### src/shared/pbcr_pkg.sv
// shared constants and types for the bridge control register bank
package pbcr_pkg;
    // register byte addresses
    localparam logic [11:0] PBCR_CAP_PTR_OFF  = 12'h034;
    localparam logic [11:0] PBCR_INT_OFF      = 12'h03C;
    localparam logic [11:0] PBCR_PM_CAP_OFF   = 12'h080;
    localparam logic [11:0] PBCR_IRQ_STAT_OFF = 12'h100;
    localparam logic [11:0] PBCR_IRQ_MASK_OFF = 12'h104;
    // fixed values
    localparam logic [7:0] PBCR_CAP_PTR_VAL = 8'h80;
    localparam logic [7:0] PBCR_PM_CAP_ID   = 8'h01;
    localparam logic [7:0] PBCR_NEXT_UP     = 8'h9C;
    localparam logic [7:0] PBCR_NEXT_DOWN   = 8'h8C;
    localparam logic [7:0] PBCR_INT_PIN_RST = 8'h00;
    localparam logic [7:0] PBCR_INT_LINE_RST = 8'h00;
    // bridge control bit positions within the 32-bit word
    localparam int PBCR_POISON_BIT = 16;
    localparam int PBCR_ERRFWD_BIT = 17;
    localparam int PBCR_ISA_BIT    = 18;
    localparam int PBCR_VGA_BIT    = 19;
    localparam int PBCR_VGA16_BIT  = 20;
    localparam int PBCR_SBR_BIT    = 22;
    // legacy decode ranges
    localparam logic [31:0] PBCR_VGA_MEM_LO = 32'h000A_0000;
    localparam logic [31:0] PBCR_VGA_MEM_HI = 32'h000B_FFFF;
    localparam logic [9:0]  PBCR_VGA_IO_A_LO = 10'h3B0;
    localparam logic [9:0]  PBCR_VGA_IO_A_HI = 10'h3BB;
    localparam logic [9:0]  PBCR_VGA_IO_B_LO = 10'h3C0;
    localparam logic [9:0]  PBCR_VGA_IO_B_HI = 10'h3DF;
    localparam int PBCR_RESERVED_PORT = 2;
    // interrupt status bits
    localparam int PBCR_EV_POISON = 0;
    localparam int PBCR_EV_ERRFWD = 1;
    localparam int PBCR_EV_HOTRST = 2;
    localparam int PBCR_NUM_EV    = 3;
    localparam logic [1:0] PBCR_RESP_OK  = 2'h0;
    localparam logic [1:0] PBCR_RESP_ERR = 2'h2;

    // writable bridge control fields
    typedef struct packed {
        logic sbr;
        logic vga16;
        logic vga_en;
        logic isa_en;
        logic err_fwd_en;
        logic poison_en;
    } pbcr_bctl_t;

    localparam pbcr_bctl_t PBCR_BCTL_RST = '0;
endpackage

### src/core/pbcr_regs.sv
// bridge control, interrupt pin and power management header registers
//
// Functional notes
// - bit16 enables poisoned TLP detect and report
// - bit17 gates error message forwarding upstream
// - bit18 sends ISA-aliased window I/O upstream
// - bit19 forwards legacy video memory range
// - video I/O 3B0-3BB, 3C0-3DF forwarded too
// - bit20 picks 10-bit or 16-bit decode
// - port 2 ignores video enable bits
// - bit22 drives downstream port reset
// - upstream bit22 resets every downstream port
// - bits 21, 23-31 read zero
// - interrupt pin byte read-only, resets 00h
// - management load may override pin value, downstream ports only
// - offset 80h byte0 reads 01h
// - upstream next pointer reads 9Ch
// - downstream next pointer reads 8Ch
// - offset 34h reads 80h
`timescale 1ns/1ns
module pbcr_regs
    import pbcr_pkg::*;
#(
    parameter bit IS_UPSTREAM = 1'b0,
    parameter int PORT_NUM    = 1,
    parameter int NUM_DS      = 4
) (
    // clock, reset, enable
    input  wire logic        sys_clk,
    input  wire logic        srst,
    input  wire logic        ce,
    // axi4-lite write channels
    input  wire logic [11:0] s_awaddr,
    input  wire logic        s_awvalid,
    output logic             s_awready,
    input  wire logic [31:0] s_wdata,
    input  wire logic [3:0]  s_wstrb,
    input  wire logic        s_wvalid,
    output logic             s_wready,
    output logic [1:0]       s_bresp,
    output logic             s_bvalid,
    input  wire logic        s_bready,
    // axi4-lite read channels
    input  wire logic [11:0] s_araddr,
    input  wire logic        s_arvalid,
    output logic             s_arready,
    output logic [31:0]      s_rdata,
    output logic [1:0]       s_rresp,
    output logic             s_rvalid,
    input  wire logic        s_rready,
    // management override of interrupt pin
    input  wire logic        mgmt_pin_load,
    input  wire logic [7:0]  mgmt_pin_value,
    // transaction decode requests
    input  wire logic        io_valid,
    input  wire logic [31:0] io_addr,
    input  wire logic        io_in_window,
    input  wire logic        mem_valid,
    input  wire logic [31:0] mem_addr,
    input  wire logic        poison_seen,
    input  wire logic        err_msg_in,
    // decode results and port controls
    output logic             io_fwd_up,
    output logic             io_fwd_down,
    output logic             vga_fwd,
    output logic             poison_report,
    output logic             err_msg_fwd,
    output logic [NUM_DS-1:0] port_reset,
    output logic             irq
);
    localparam int RST_W = IS_UPSTREAM ? NUM_DS : 1;

    pbcr_bctl_t              bctl;
    logic [7:0]              int_line;
    logic [7:0]              int_pin;
    logic [PBCR_NUM_EV-1:0]  irq_stat;
    logic [PBCR_NUM_EV-1:0]  irq_mask;
    logic [11:0]             aw_addr;
    logic                    aw_full;
    logic [31:0]             w_data;
    logic [3:0]              w_strb;
    logic                    w_full;
    logic                    sbr_q;

    // video I/O hit: low ten bits always, upper six only for 16-bit decode
    function automatic logic vga_io_hit(input logic [31:0] a,
                                        input logic dec16);
        logic lo;
        lo = (a[9:0] >= PBCR_VGA_IO_A_LO && a[9:0] <= PBCR_VGA_IO_A_HI) ||
             (a[9:0] >= PBCR_VGA_IO_B_LO && a[9:0] <= PBCR_VGA_IO_B_HI);
        return lo && (a[31:16] == 16'h0000) &&
               (!dec16 || a[15:10] == 6'h00);
    endfunction

    // register address match, used by write and read paths
    function automatic logic is_mapped(input logic [11:0] a);
        return a == PBCR_CAP_PTR_OFF || a == PBCR_INT_OFF ||
               a == PBCR_PM_CAP_OFF || a == PBCR_IRQ_STAT_OFF ||
               a == PBCR_IRQ_MASK_OFF;
    endfunction

    // port 2 has no video forwarding, so the bits are masked out
    wire logic vga_ok     = (PORT_NUM != PBCR_RESERVED_PORT);
    wire logic vga_en_eff = bctl.vga_en && vga_ok;
    wire logic vga16_eff  = bctl.vga16 && vga_ok;

    // combinational decode of the forwarding requests
    wire logic io_low64k  = (io_addr[31:16] == 16'h0000);
    wire logic isa_alias  = io_low64k && (io_addr[9:8] != 2'h0);
    wire logic isa_up     = bctl.isa_en && io_in_window && isa_alias;
    wire logic vga_io     = vga_en_eff &&
                            vga_io_hit(io_addr, vga16_eff);
    wire logic vga_mem    = vga_en_eff && mem_addr >= PBCR_VGA_MEM_LO &&
                            mem_addr <= PBCR_VGA_MEM_HI;
    wire logic next_io_up   = io_valid && isa_up;
    wire logic next_io_down = io_valid && ((io_in_window && !isa_up) ||
                              vga_io);
    wire logic next_vga     = (mem_valid && vga_mem) || (io_valid && vga_io);
    wire logic next_poison  = poison_seen && bctl.poison_en;
    wire logic next_errfwd  = err_msg_in && bctl.err_fwd_en;

    // write side decode
    wire logic wr_go   = aw_full && w_full && !s_bvalid;
    wire logic wr_bctl = wr_go && aw_addr == PBCR_INT_OFF;
    wire logic wr_stat = wr_go && aw_addr == PBCR_IRQ_STAT_OFF && w_strb[0];
    wire logic wr_mask = wr_go && aw_addr == PBCR_IRQ_MASK_OFF && w_strb[0];
    wire logic hot_rise = bctl.sbr && !sbr_q;

    // byte-lane update of the writable bridge control bits
    wire pbcr_bctl_t bctl_wr = '{
        sbr:        w_data[PBCR_SBR_BIT],
        vga16:      w_data[PBCR_VGA16_BIT] && vga_ok,
        vga_en:     w_data[PBCR_VGA_BIT] && vga_ok,
        isa_en:     w_data[PBCR_ISA_BIT],
        err_fwd_en: w_data[PBCR_ERRFWD_BIT],
        poison_en:  w_data[PBCR_POISON_BIT]
    };
    wire pbcr_bctl_t next_bctl = (wr_bctl && w_strb[2]) ? bctl_wr : bctl;

    // sticky events: a new event beats a same-cycle clear
    wire logic [PBCR_NUM_EV-1:0] ev_now = {hot_rise, next_errfwd,
                                           next_poison};
    wire logic [PBCR_NUM_EV-1:0] next_stat =
        (irq_stat & ~(wr_stat ? w_data[PBCR_NUM_EV-1:0] : '0)) | ev_now;

    // read data mux; hardwired-zero bits are tied to constant zeros
    wire logic [11:0] rd_a = {s_araddr[11:2], 2'h0}; // same word as writes
    wire logic [7:0]  bctl_byte = {1'b0, bctl.sbr, 1'b0, bctl.vga16,
                                   bctl.vga_en, bctl.isa_en,
                                   bctl.err_fwd_en, bctl.poison_en};
    wire logic [7:0]  next_ptr = IS_UPSTREAM ? PBCR_NEXT_UP
                                             : PBCR_NEXT_DOWN;
    wire logic [31:0] rd_mux =
        (rd_a == PBCR_CAP_PTR_OFF)  ? {24'h000000,
                                       PBCR_CAP_PTR_VAL} :
        (rd_a == PBCR_INT_OFF)      ? {8'h00, bctl_byte, int_pin,
                                       int_line} :
        (rd_a == PBCR_PM_CAP_OFF)   ? {16'h0000, next_ptr,
                                       PBCR_PM_CAP_ID} :
        (rd_a == PBCR_IRQ_STAT_OFF) ? {29'h0, irq_stat} :
        (rd_a == PBCR_IRQ_MASK_OFF) ? {29'h0, irq_mask} : 32'h00000000;

    // write address and data are held independently, in any order
    always_ff @(posedge sys_clk) begin
        if (srst) begin
            aw_full   <= 1'b0;
            w_full    <= 1'b0;
            aw_addr   <= 12'h000;
            w_data    <= 32'h00000000;
            w_strb    <= 4'h0;
            s_awready <= 1'b1;
            s_wready  <= 1'b1;
            s_bvalid  <= 1'b0;
            s_bresp   <= PBCR_RESP_OK;
        end else if (ce) begin
            if (s_awvalid && s_awready) begin
                aw_full   <= 1'b1;
                aw_addr   <= {s_awaddr[11:2], 2'h0};
                s_awready <= 1'b0;
            end
            if (s_wvalid && s_wready) begin
                w_full   <= 1'b1;
                w_data   <= s_wdata;
                w_strb   <= s_wstrb;
                s_wready <= 1'b0;
            end
            if (wr_go) begin
                aw_full   <= 1'b0;
                w_full    <= 1'b0;
                s_bvalid  <= 1'b1;
                s_bresp   <= is_mapped(aw_addr) ? PBCR_RESP_OK
                                                : PBCR_RESP_ERR;
            end
            if (s_bvalid && s_bready) begin
                s_bvalid  <= 1'b0;
                s_awready <= 1'b1;
                s_wready  <= 1'b1;
            end
        end
    end

    // register state; only strobed writable lanes change
    always_ff @(posedge sys_clk) begin
        if (srst) begin
            bctl     <= PBCR_BCTL_RST;
            int_line <= PBCR_INT_LINE_RST;
            int_pin  <= PBCR_INT_PIN_RST;
            irq_stat <= '0;
            irq_mask <= '0;
            sbr_q    <= 1'b0;
        end else if (ce) begin
            bctl     <= next_bctl;
            sbr_q    <= bctl.sbr;
            irq_stat <= next_stat;
            if (wr_bctl && w_strb[0]) begin
                int_line <= w_data[7:0];
            end
            if (mgmt_pin_load && !IS_UPSTREAM) begin
                int_pin <= mgmt_pin_value;
            end
            if (wr_mask) begin
                irq_mask <= w_data[PBCR_NUM_EV-1:0];
            end
        end
    end

    // read channel answers one cycle after the address is taken
    always_ff @(posedge sys_clk) begin
        if (srst) begin
            s_arready <= 1'b1;
            s_rvalid  <= 1'b0;
            s_rdata   <= 32'h00000000;
            s_rresp   <= PBCR_RESP_OK;
        end else if (ce) begin
            if (s_arvalid && s_arready) begin
                s_arready <= 1'b0;
                s_rvalid  <= 1'b1;
                s_rdata   <= rd_mux;
                s_rresp   <= is_mapped(rd_a) ? PBCR_RESP_OK
                                             : PBCR_RESP_ERR;
            end else if (s_rvalid && s_rready) begin
                s_rvalid  <= 1'b0;
                s_arready <= 1'b1;
            end
        end
    end

    // registered decode outputs
    always_ff @(posedge sys_clk) begin
        if (srst) begin
            io_fwd_up     <= 1'b0;
            io_fwd_down   <= 1'b0;
            vga_fwd       <= 1'b0;
            poison_report <= 1'b0;
            err_msg_fwd   <= 1'b0;
            irq           <= 1'b0;
        end else if (ce) begin
            io_fwd_up     <= next_io_up;
            io_fwd_down   <= next_io_down;
            vga_fwd       <= next_vga;
            poison_report <= next_poison;
            err_msg_fwd   <= next_errfwd;
            irq           <= |(next_stat & irq_mask);
        end
    end

    // port reset follows the bit level; upstream fans out to all ports
    genvar gi;
    generate
        for (gi = 0; gi < NUM_DS; gi++) begin : g_rst
            always_ff @(posedge sys_clk) begin
                if (srst) begin
                    port_reset[gi] <= 1'b0;
                end else if (ce) begin
                    port_reset[gi] <= (gi < RST_W) &&
                                      next_bctl.sbr;
                end
            end
        end
    endgenerate
endmodule // pbcr_regs

### config.mk
export PLATFORM = sky130hd
export DESIGN_NAME = pbcr_regs
export DESIGN_NICKNAME = d
export VERILOG_FILES = /design/src/shared/pbcr_pkg.sv /design/src/core/pbcr_regs.sv
export SDC_FILE = /design/constraint.sdc
export NUM_CORES = 1
export LEC_CHECK = 0
export BUFFER_PORTS_ARGS = -buffer_cell sky130_fd_sc_hd__buf_2
export CAP_MARGIN = 20
export CORE_ASPECT_RATIO = 1.75
export CORE_MARGIN = 10
export CORE_UTILIZATION = 49
export DETAILED_ROUTE_END_ITERATION = 12
export PLACE_DENSITY_LB_ADDON = 0.2
export SLEW_MARGIN = 20
export SYNTH_ARGS = -nofsm -noshare
export SYNTH_HDL_FRONTEND = slang
export SYNTH_SLANG_ARGS = --single-unit
### constraint.sdc
create_clock -name sys_clk -period 4.2 [get_ports sys_clk]
set_input_delay 0.21 -clock sys_clk [delete_from_list [all_inputs] [get_ports sys_clk]]
set_output_delay 0.21 -clock sys_clk [all_outputs]
set_load 0.01 [all_outputs]
== Word-level counts from Yosys, hierarchy flattened ==
Index checks and enable logic that the tools add are counted.
W data, S select, Z words.
Word-level totals
  flip-flop bits (word level): 114
  input port bits: 146
  output and inout port bits: 51
  word-level logic and storage cells: 145
Cells by class
  equal/unequal tests: 10
  multiplexer cells: 23
  magnitude comparators: 6
  bitwise operators: 4
  reduce and logical (&&, ||, !) cells: 72
Operators with widths (count)
  $mux W23: 2
  $eq A10 B4 Y1 const B: 4
  $eq A10 B7 Y1 const B: 4
  $ge A32 B20 Y1 const B: 1
  $le A32 B20 Y1 const B: 1
  $logic_and A1 B1 Y1: 32
  $reduce_and A2 Y1: 14
  $eq A10 B6 Y1 const B: 2
  $ge A10 B10 Y1 const B: 2
  $le A10 B10 Y1 const B: 2
  $logic_not A16 Y1: 1
  $mux W16: 1
  $mux W1: 14
  $reduce_bool A2 Y1: 7
  $logic_or A1 B1 Y1: 12
  $mux W3: 3
  $and A3 B3 Y3: 2
  $logic_not A6 Y1: 1
  $mux W6: 1
  $logic_not A1 Y1: 4
  $mux W2: 2
  $not A3 Y3: 1
  $or A3 B3 Y3: 1
  $reduce_or A3 Y1: 1

== Depth between registers and ports, before layout ==
Gate-level depths: netlist of the first run.
  depth after elaboration: 10
  mapped depth: 7
  gate-level depth less buffers: 5

== Least setup slack after synthesis of the first run ==
Ideal clock, no wire load.
  path kind: register -> register
  from: register aw_addr[11]
  to: register irq_stat[2]
  path slack: 2.541 ns
  arrival: 1.527 ns
  period minus slack after synthesis: 1.659 ns
  cell stages (with the launch flop): 6
  setup time: 0.132 ns
  data required time: 4.068 ns
  buffers on the path: 0
  cells stage by stage: dfxtp_1 nor4_2 nand2_1 or4_1 o21ai_1 a21oi_1
On the way
  word-level cells in the longest chain between the ends: 7
Ends and longest elaborated chain
  start, declared: RTL line pbcr_regs.sv:78  | logic [11:0] aw_addr;
  start signal, assigned: RTL line pbcr_regs.sv:178  | aw_addr <= {s_awaddr[11:2], 2'h0};
  $eq A10 B7 Y1: RTL line pbcr_regs.sv:125  | wire logic wr_stat = wr_go && aw_addr == PBCR_IRQ_STAT_OFF && w_strb[0];
  $logic_and A1 B1 Y1 (2 in a row): RTL line pbcr_regs.sv:125
  $mux W3: RTL line pbcr_regs.sv:144  | (irq_stat & ~(wr_stat ? w_data[PBCR_NUM_EV-1:0] : '0)) | ev_now;
  $not A3 Y3: RTL line pbcr_regs.sv:144
  $and A3 B3 Y3: RTL line pbcr_regs.sv:144
  $or A3 B3 Y3: RTL line pbcr_regs.sv:144
  end signal, assigned: RTL line pbcr_regs.sv:214  | irq_stat <= next_stat;
  end, declared: RTL line pbcr_regs.sv:76  | logic [PBCR_NUM_EV-1:0] irq_stat;
Every way passes these cells.
A chain may end at the register's enable or synchronous reset.

== Worst setup path after layout of the first run ==
  from: input ce
  to: register int_line[1]
On the way
  word-level cells in the longest chain between the ends: 1
Ends and longest elaborated chain
  start, declared: RTL line pbcr_regs.sv:31  | input wire logic ce,
  $reduce_and A2 Y1 (no source line)
  end signal, assigned: RTL line pbcr_regs.sv:216  | int_line <= w_data[7:0];
  end, declared: RTL line pbcr_regs.sv:74  | logic [7:0] int_line;
Every way passes these cells.

==> summary.txt, run 1 <==
Worst setup path
  – Worst Path Max Fanout: 39
  – Top delay family on crit path: simple AND/OR/NAND/NOR gates
  – Worst Path Arrival: between 2 and 2.5 ns
  – CP endpoint kind: flip-flop
  – WP buf/inv: 1
  – CP Cell Sequence: buf_2, and4b_1, nand4_2, nor2_4, mux2i_1, nor2_1
  – Critical Path RT: 4.41 ns
  – Slowest cell on crit path: buf_2
  – Max stage delay on crit path: 0.54 ns
  – CP startpoint kind: primary input
  – Setup Crit Path Kind: in2reg

Placed design
  – Placed cells: about 660
  – IO buf count: 138
  – Gpl congestion: about 0.81
  – Dpl hpwl: around 8.5 mm

Final layout
  – Area grow syn2layout: 23.06%
  – Ratio of cells with drive above 1 in the final layout: 28.14%
  – Final #Nets: between 700 and 800
  – ANT cells: 0
  – Non-filler cells, final: slightly below 700

Clock tree
  – H-tree Lvls: 3
  – Post_cts resized: 0
  – Worst-Skew Late Latency: 0.34 ns
  – CTS Buf Count: 9
  – Clock Tree Buf Depth: 2
  – Clock Tree Root: clkbuf_16
  – Hold buffers post-CTS: 0
  – Clk sink count: 92
  – Post CTS Setup Buffer Count: 0
  – Worst-path clk slew: ~0.06 ns
  – CTS tree: done

STA
  – Worst slew pin tran: between 0.7 and 0.8 ns
  – Ratio of final minimum period to clock period: between 40% and 50%
  – Skew final: a little under 0.007 ns
  – Setup TNS: 0 ns
  – Slew headroom: between 50% and 60%
  – Setup repair after global routing missed its margin: no
  – Final hold vios: 0
  – Min Tclk post-route: 1.947 ns
  – F_max: between 0.5 and 0.6 GHz
  – Final setup fails: 0
  – Pins Over Slew Limit: 0

GRT
  – Gr ovfl total: 0
  – First-pass GRT wire length: 16.10 mm
  – Antenna violations before repair: 0
  – Pin count of the biggest net entering global routing: 43
  – Vias in the first global route: around 3,500
  – Tot GR Track Use: between 15 and 20%

Synth
  – Synth Instances: 459
  – Ys Warns: 0
  – Post-synth top area share: roughly 47%
  – Avg Synthesized Cell Area: approximately 8.5 µm²
  – Asr flop ratio synth: 0%
  – Syn Std Cell Area: between 3000 and 4000 µm²
  – Fraction of the yosys area taken by sequential cells: between 40% and 50%
  – Top_reg_cell synth: dfxtp_1
  – Yosys reg bits: just over 90
  – Netlist cell types: 51
  – Yosys top cell by area: dfxtp_1
  – Synth top area cells: dfxtp_1 (47%), nand2_1 (10%), a21oi_1 (7.8%), buf_4 (3.7%), a22o_1 (3.4%)
  – Post-synth EDFFs: 0

Die
  – Starting Density: between 40% and 50%
  – Row count: 43
  – Die area: 12,040 µm²
  – Die height: 137.9 µm
  – Top-Level Pins: 197
  – Chip width: just under 90 µm
  – Core ar.: 7855 µm²

Routing
  – Per-cell routed wire length: 15.70 µm
  – Via Count: ~3,600
  – Drt drc: 0
  – Routed Antenna Nets: 0
  – Initial drt markers: 148
  – First-pass DRT Iterations: 4
  – Final wirelength: around 11 mm
  – Post-DR vias/cell: ~5.3

Power and ir drop
  – Tot Pwr: about 1.8 mW
  – VDD IR max: about 240 µV
  – Leakage power: around 2 nW
  – Pwr/cell area: around 370 nW/µm²

Run status
  – Outcome: completed

Run
  – Max_cap viols: 0

Min path
  – Hold Crit Class: in2reg
flip-flops by register name, summed over array words and instances, names as in the netlist, 3 cells and up:
name      count
irq_stat      3
bctl          3
w_data       14
int_pin       8
int_line      8
irq_mask      3
s_rdata      22
aw_addr      10
through the flow:
stage | hold slack [ns] | setup slack [ns] | utilization [%] | instance area [µm²]
CTS | 0.09360 | 2.242 | 60.94 | 4787
detailed placement | 0.4372 | 1.883 | 57.53 | 4519
global route | 0.1047 | 2.057 | 60.94 | 4787
global placement | 0.4316 | 1.909 | 57.53 | 4519
floorplan | 0.3460 | 2.541 | - | 3943
finish | 0.1009 | 2.253 | 60.94 | 4787
power breakdown:
group	switching, mW	internal (mW)
logic	0.0882	0.0637
registers	0.0154	0.894
clock network	0.326	0.399
total	0.430	1.36
per-layer routing:
metal	GRT usage [%]	routed length, µm	up-vias
li1	-	-	1836
met1	16.65	3974	1654
met2	31.21	5924	103
met3	4.706	598	11
met4	7.117	180	0
met5	0	0	-
worst paths after layout:
kind                     from     endpoint  slack, ns  cells past startpoint
setup / recovery           ce  int_line[1]       2.25                      6
hold reg to reg   s_rdata[10]  s_rdata[10]       0.44                      2
setup reg to reg  aw_addr[11]  irq_stat[1]       2.32                      5
hold / removal    s_wdata[22]   w_data[22]       0.10                      3
worst register-to-register path, delay by kind of cell (launching register included):
family	cells	cell delay [ns]
and+or+nand+nor	3	1.20
AOI/OAI and AO/OA	2	0.26
DFF	1	0.31
cells in the mapped netlist, types with 2 or more instances:
cell type / number
nand4_1: 7
nor2_4: 2
o21ai_1: 16
nor4_1: 8
nand2_1: 106
nor3_1: 5
buf_4: 19
nand2b_1: 5
or4_1: 2
nor2b_1: 4
nor4b_1: 3
o21bai_1: 3
a31oi_1: 4
a21oi_1: 61
o21ai_0: 6
dfxtp_1: 92
buf_6: 2
nand3_1: 15
nor2_1: 23
mux2i_1: 13
a22o_1: 15
and3_1: 4
clkbuf_1: 15
o21a_1: 2
layout by cell type (no fill, tap or decap), types with 7 or more instances in the layout:
cell,netlist,final
a22o_1,15,15
nor2_1,23,23
nand3_1,15,15
nand2_1,106,106
buf_2,1,138
a21oi_1,61,61
nor4_1,8,8
nand4_1,7,7
dfxtp_1,92,92
clkbuf_16,0,9
conb_1,1,15
o21ai_1,16,16
mux2i_1,13,13
kinds of logic after synthesis:
family | count (synthesis) | synth area share [%]
AOI/OAI and AO/OA | 115 | 17.40
DFF | 92 | 47.35
and+or+nand+nor | 199 | 25.70
buffers and inverters | 39 | 6.111
other | 1 | 0.09640
muxes | 13 | 3.345
cell type report:
type | count | area (µm²)
multi-input combinational | 342 | 1863
sequential | 92 | 1842
clock inverter | 6 | 38.79
inverter | 1 | 3.754
timing repair buffer | 139 | 698.2
tap | 90 | 112.6
clock buffer | 10 | 229.0
fill | 738 | 3068
(Power assumes the default switching activity.)
==> run 2, diff against run 1 <==
- ABC_AREA: default -> 1
- CORE_UTILIZATION: 49 -> 46
- clock period: 4.2 -> 1.9 ns (I/O delays scaled with it)
==> run 2 against run 1 <==
Net effect: sequential share of layout area decreased by 2.3 points; routed wire length increased by 1.4%; cell count increased by 19%; power increased by 130%; hold slack got worse by 0.077 ns; sequential power increased by 120%; clock power increased by 130%; largest power group unchanged; sequential cell count unchanged; largest cell class is now flip-flops and latches; clock-buffer cell count increased by 4.
==> summary.txt, run 2 <==
Run status
  – Outcome: completed (unchanged)

STA
  – F_max: around 0.63 GHz
  – Ratio of final minimum period to clock period: between 80 and 90%
  – Skew final: 0.006536 ns (was 0.006890 ns)
  – Worst slew pin tran: 0.6056 ns (was 0.7001 ns)
  – Slew headroom: 59.58% (was 53.33%)
  – Final hold vios: 0 (unchanged)
  – Min Tclk post-route: around 1.6 ns
  – Setup TNS: 0 ns (unchanged)
  – Final setup fails: 0 (unchanged)
  – Worst setup margin: 0.3223 ns (was 2.253 ns)
  – Pins Over Slew Limit: 0 (unchanged)
  – Setup repair after global routing missed its margin: no (unchanged)

Clock tree
  – Hold buffers post-CTS: 0 (unchanged)
  – CTS tree: done (unchanged)
  – Post CTS Setup Buffer Count: 0 (unchanged)
  – Post_cts resized: 0 (unchanged)
  – Worst-path clk slew: 0.06 ns (about the same)
  – H-tree Lvls: 3 (unchanged)
  – Clk sink count: 92 (unchanged)
  – Clock Tree Root: clkbuf_16 (unchanged)
  – Worst-Skew Late Latency: 0.34 ns (about the same)
  – Clock Tree Buf Depth: 2 (unchanged)
  – CTS Buf Count: 9 (unchanged)

Placed design
  – IO buf count: 138 (unchanged)
  – Gpl congestion: 0.8572 (was 0.8090)
  – Dpl hpwl: 8.599 mm (was 8.470 mm)
  – Place WS: 0.3199 ns (was 1.883 ns)
  – Placed cells: 792 (was 664)

Synth
  – Top_reg_cell synth: dfxtp_1 (unchanged)
  – Post-synth EDFFs: 0 (unchanged)
  – Ys Warns: 0 (unchanged)
  – Netlist cell types: 33 (was 51)
  – Post-synth top area share: 45.32% (was 47.35%)
  – Post-synth top cells: nand2_1 (109), dfxtp_1 (92), a21oi_1 (71), inv_1 (51), o21ai_0 (47) (was nand2_1 (106), dfxtp_1 (92), a21oi_1 (61), nor2_1 (23), buf_4 (19))
  – Synth top area cells: dfxtp_1 (45%), nand2_1 (10%), a21oi_1 (8.7%), o21ai_0 (5.8%), nand3_1 (5.2%) (was dfxtp_1 (47%), nand2_1 (10%), a21oi_1 (7.8%), buf_4 (3.7%), a22o_1 (3.4%))
  – Synth Instances: 551 (was 459)
  – Fraction of the yosys area taken by sequential cells: 45.32% (was 47.35%)
  – Asr flop ratio synth: 0% (unchanged)
  – Yosys reg bits: 92 (unchanged)
  – Syn Std Cell Area: 4064 µm² (was 3890 µm²)
  – Cell with the most instances after synthesis: nand2_1 (unchanged)
  – Yosys top cell by area: dfxtp_1 (unchanged)
  – Avg Synthesized Cell Area: 7.375 µm² (was 8.475 µm²)

GRT
  – Gr busiest metal: met2 (unchanged)
  – Routing usage on met1: 16.50% (was 16.65%)
  – First-pass GRT wire length: 17.30 mm (was 16.10 mm)
  – Gr ovfl total: 0 (unchanged)
  – Tot GR Track Use: 16.09% (was 16.79%)
  – Vias in the first global route: 3,751 (was 3,476)
  – Pin count of the biggest net entering global routing: 41 (was 43)
  – GR Layer Usage met2: 29.56% (was 31.21%)
  – Antenna violations before repair: 0 (unchanged)
  – Met3 GRT Util: 4.930% (was 4.706%)

Routing
  – Final wirelength: 10.83 mm (was 10.68 mm)
  – Routed Antenna Nets: 0 (unchanged)
  – First-pass DRT Iterations: 4 (unchanged)
  – Via Count: 3,915 (was 3,604)
  – Per-cell routed wire length: 13.42 µm (was 15.70 µm)
  – Drt drc: 0 (unchanged)
  – Post-DR vias/cell: 4.851 (was 5.300)
  – Initial drt markers: 126 (was 148)

Final layout
  – Largest registers: s_rdata: 22 flops, w_data: 14 flops, aw_addr: 10 flops (unchanged)
  – Max reg flops: 22 (unchanged)
  – Most frequent cells in the layout: buf_2 (138), nand2_1 (109), dfxtp_1 (92) (was buf_2 (138), nand2_1 (106), dfxtp_1 (92))
  – Commonest non-fill, non-tap cell in the layout: buf_2 (unchanged)
  – Final #Nets: 832 (was 731)
  – Ratio of cells with drive above 1 in the final layout: 27.54% (was 28.14%)
  – Largest Register: s_rdata (unchanged)
  – ANT cells: 0 (unchanged)
  – Area grow syn2layout: 25.25% (was 23.06%)
  – Non-filler cells, final: 807 (was 680)

Worst setup path
  – Critical Path RT: 2.16 ns (was 4.41 ns)
  – Worst Path Arrival: 1.84 ns (was 2.15 ns)
  – CP startpoint kind: flip-flop (was primary input)
  – CP endpoint kind: flip-flop (unchanged)
  – Setup Crit Path Kind: reg2reg (was in2reg)
  – Worst Path Max Fanout: 16 (was 39)

Min path
  – Hold Crit Class: in2reg (unchanged)

Power and ir drop
  – Pwr/cell area: 814.8 nW/µm² (was 373.2 nW/µm²)
  – VDD IR max: 546.8 µV (was 235.9 µV)
  – Leakage power: 2.309 nW (was 2.012 nW)

Die
  – Top-Level Pins: 197 (unchanged)
  – Starting Density: 46.87% (was 49.52%)
  – Die area: 13,140 µm² (was 12,040 µm²)
  – Die height: 144.3 µm (was 137.9 µm)
  – Chip width: 91.05 µm (was 87.35 µm)
  – Row count: 45 (was 43)
  – Core ar.: 8671 µm² (was 7855 µm²)

Run
  – Max_cap viols: 0 (unchanged)
==> run 2: cell types whose count changed in the layout (fill, tap and decap cells not counted), sizes merged, moves of 5 or more <==
cell,delta
inv,+51
nor2,+32
o21ai,+30
nand3,+29
a21oi,+17
a22o,-15
mux2i,-13
buf,+10
nor4,-7
nand2b,-5
==> run 2: worst paths after layout <==
path / start / endpoint / slack, ns / cells past startpoint
min reg2reg: aw_full / aw_full / 0.44 / 2
max: aw_addr[8] / int_line[3] / 0.32 / 6
max reg2reg: aw_addr[8] / int_line[3] / 0.32 / 6
min: mgmt_pin_value[6] / int_pin[6] / 0.02 / 3
==> run 2: metal layers <==
layer	wire (µm)	vias to the layer above
li1	-	2047
met1	4307	1755
met2	5679	96
met3	635	17
met4	207	0
met5	0	-
==> run 2: report_power, final <==
group	internal, mW	switching (mW)
logic	0.171	0.237
clock network	1.02	0.683
registers	1.99	0.0412
==> run 2: cells by family after synthesis <==
group	after synthesis	share of synthesized area, %
buffers and inverters	92	10.99
AOI/OAI and AO/OA	135	17.80
and+or+nand+nor	231	25.80
DFF	92	45.32
other	1	0.09228
==> run 2: critical path, stage by stage, from the launching register on <==
cell and delay [ns]:
dfxtp_1 0.32, nor2_2 0.15, nand3_1 0.13, nor2_2 0.12
and3_1 0.50, o21ai_0 0.16, a21oi_1 0.14
==> run 2: layout make-up <==
cell class,instances,area [µm²]
Fill cell,895,3581
Multi-Input combinational cell,381,1828
Timing Repair Buffer,149,785.8
Sequential cell,92,1842
Clock buffer,14,284.0
Inverter,53,198.9
Tap cell,117,146.4
Clock inverter,1,5.005
==> run 2: through the flow <==
step / cell area, µm² / power (mW) / util, % / hold slack (ns)
detailed placement: 4801 / 2.487 / 55.37 / 0.3633
global route: 5090 / 4.321 / 58.70 / 0.03171
floorplan: 4116 / 2.320 / - / 0.2606
finish: 5090 / 4.147 / 58.70 / 0.02383
CTS: 5090 / 4.184 / 58.70 / 0.01801
global placement: 4801 / 2.476 / 55.37 / 0.3578
==> run 3, diff against run 2 <==
- clock period: 1.9 -> 1.5 ns (I/O delays scaled with it)
==> run 3 against run 2 <==
Net effect: design area is 2.8% higher; via count is 0.72% higher; combinational power is 35% higher; highest routed layer unchanged; global-route usage is 0.55 points higher; sequential cell count stayed put; die area stayed put; critical path depth is 1 higher; routed wire length is 2.8% higher; cell count is 1.6% higher; hold slack worse by 0.019 ns; setup slack worse by 0.21 ns; sequential power is 26% higher.
==> summary.txt, run 3 (synthesized netlist as in run 2, its figures left out) <==
STA
  – Skew final: 0.003410 ns (was 0.006536 ns)
  – Pins Over Slew Limit: 0 (unchanged)
  – Worst setup margin: 0.1084 ns (was 0.3223 ns)
  – Ratio of final minimum period to clock period: 92.77% (was 83.04%)
  – Setup repair after global routing missed its margin: yes (was no)
  – Min Tclk post-route: 1.392 ns (was 1.578 ns)
  – F_max: 0.7186 GHz (was 0.6338 GHz)
  – Final hold vios: 0 (unchanged)
  – Setup TNS: 0 ns (unchanged)
  – Final setup fails: 0 (unchanged)

Power and ir drop
  – Leakage power: 2.354 nW (was 2.309 nW)
  – Pwr/cell area: 1007 nW/µm² (was 814.8 nW/µm²)
  – Tot Pwr: 5.268 mW (was 4.147 mW)
  – VDD IR max: 848.3 µV (was 546.8 µV)

Die
  – Chip width: 91.05 µm (unchanged)
  – Core ar.: 8671 µm² (unchanged)
  – Row count: 45 (unchanged)
  – Starting Density: 46.87% (unchanged)
  – Top-Level Pins: 197 (unchanged)
  – Die height: 144.3 µm (unchanged)
  – Die area: 13,140 µm² (unchanged)

Placed design
  – IO buf count: 138 (unchanged)
  – Dpl hpwl: 8.800 mm (was 8.599 mm)
  – Place WS: 0.06493 ns (was 0.3199 ns)
  – DP Area: 4831 µm² (was 4801 µm²)
  – Gpl congestion: 0.8670 (was 0.8572)

Worst setup path
  – CP startpoint kind: flip-flop (unchanged)
  – Slowest cell on crit path: dfxtp_1 (was and3_1)
  – Worst Setup SP: aw_addr[11] (was aw_addr[8])
  – Top delay family on crit path: simple AND/OR/NAND/NOR gates (unchanged)
  – R2R Setup Slk: 0.11 ns (was 0.32 ns)
  – WP buf/inv: 1 (was 0)
  – Critical Path RT: 1.77 ns (was 2.16 ns)
  – CP Cell Sequence: nor2_4, nand3_1, nor2_2, and3_4, buf_12, o21ai_0, a21oi_1 (was nor2_2, nand3_1, nor2_2, and3_1, o21ai_0, a21oi_1)
  – RR Endpoint: int_line[4] (was int_line[3])
  – Setup Crit Path Kind: reg2reg (unchanged)
  – Worst Path Arrival: 1.66 ns (was 1.84 ns)
  – Worst Path Max Fanout: 16 (unchanged)
  – CP endpoint kind: flip-flop (unchanged)
  – Reg2reg path depth: 7 (was 6)
  – Max stage delay on crit path: 0.33 ns (was 0.50 ns)
  – Worst R2R Start: aw_addr[11] (was aw_addr[8])

Clock tree
  – Clock Tree Root: clkbuf_16 (unchanged)
  – CTS tree: done (unchanged)
  – Post CTS Setup Buffer Count: 0 (unchanged)
  – Worst-Skew Late Latency: 0.34 ns (about the same)
  – Clock Tree Buf Depth: 2 (unchanged)
  – Worst-path clk slew: 0.06 ns (about the same)
  – CTS Buf Count: 9 (unchanged)
  – Clk sink count: 92 (unchanged)
  – H-tree Lvls: 3 (unchanged)

Routing
  – Per-cell routed wire length: 13.57 µm (was 13.42 µm)
  – Final wirelength: 11.13 mm (was 10.83 mm)
  – Post-DR vias/cell: 4.809 (was 4.851)
  – Initial drt markers: 166 (was 126)
  – Routed Antenna Nets: 0 (unchanged)
  – First-pass DRT Iterations: 4 (unchanged)
  – Via Count: 3,943 (was 3,915)
  – Drt drc: 0 (unchanged)

Final layout
  – Largest Register: s_rdata (unchanged)
  – Finished Cell Area: 5234 µm² (was 5090 µm²)
  – Final #Nets: 844 (was 832)
  – Fill cells: 835 (was 895)
  – Area grow syn2layout: 28.79% (was 25.25%)
  – ANT cells: 0 (unchanged)
  – Most frequent cells in the layout: buf_2 (138), nand2_1 (109), dfxtp_1 (92) (unchanged)
  – Commonest non-fill, non-tap cell in the layout: buf_2 (unchanged)
  – Max reg flops: 22 (unchanged)
  – Ratio of cells with drive above 1 in the final layout: 28.59% (was 27.54%)
  – Largest registers: s_rdata: 22 flops, w_data: 14 flops, aw_addr: 10 flops (unchanged)
  – Post-Route Utilization: 60.36% (was 58.70%)

Min path
  – Hold Crit Class: in2reg (unchanged)
  – Hold Path Sink: w_data[7] (was int_pin[6])
  – HP Start: s_wdata[7] (was mgmt_pin_value[6])
  – Hold Path Stages: 3 (unchanged)

GRT
  – Vias in the first global route: 3,901 (was 3,751)
  – Gr ovfl total: 0 (unchanged)
  – Pin count of the biggest net entering global routing: 41 (unchanged)
  – First-pass GRT wire length: 18.09 mm (was 17.30 mm)
  – Antenna violations before repair: 0 (unchanged)
  – Tot GR Track Use: 16.63% (was 16.09%)

Run
  – Max_cap viols: 0 (unchanged)

Run status
  – Outcome: completed (unchanged)
run 3: metrics by stage:
| step | cells | hold slack (ns) |
|---|---|---|
| 2_1_floorplan | 565 | 0.2406 |
| 3_3_place_gp | 796 | 0.3405 |
| 3_5_place_dp | 796 | 0.3457 |
| 4_1_cts | 820 | 0.001966 |
| 5_1_grt | 820 | 0.009175 |
| 6_report | 820 | 0.004352 |
run 3: worst reg2reg max path, delay by kind of cell, from the launching register on:
family / cells / cell delay, ns
AND/OR/NAND/NOR: 4 / 0.62
flip-flops: 1 / 0.33
AO/OA/AOI/OAI: 2 / 0.24
buffers and inverters: 1 / 0.13
run 3: worst max path at each step:
stage	end	slack [ns]	depth (start not counted)
2_1_floorplan	int_line[6]	0.23	8
3_3_place_gp	irq	0.11	10
3_5_place_dp	irq	0.06	10
4_1_cts	irq	0.04	10
5_1_grt	irq	-0.009	10
6_report	int_line[4]	0.11	7
run 3: repair_timing:
action | 4_1_cts | 5_1_grt
endpoints found under the hold margin | 8 | 0
setup endpoints to repair | 0 | 6
gates resized for setup | 0 | 8
hold buffers | 8 | 0
run 3: power by group:
part           switching, mW  internal (mW)
Combinational          0.318          0.234
Sequential            0.0465           2.53
Clock                  0.888           1.26
run 3: per-layer routing:
| metal | global-route usage (%) | wire length (µm) |
|---|---|---|
| met4 | 4.971 | 117 |
| met3 | 5.605 | 708 |
| met5 | 0 | 0 |
| met2 | 30.47 | 5917 |
| met1 | 17.51 | 4384 |
run 3: cell type report:
cell class / count / area [µm²] / share of cell area [%]
Clock buffer: 13 / 270.3 / 5.164
Clock inverter: 3 / 20.02 / 0.3825
Inverter: 53 / 198.9 / 3.801
Multi-Input combinational cell: 381 / 1861 / 35.55
Sequential cell: 92 / 1842 / 35.19
Tap cell: 117 / 146.4 / 2.797
Timing Repair Buffer: 161 / 895.9 / 17.12
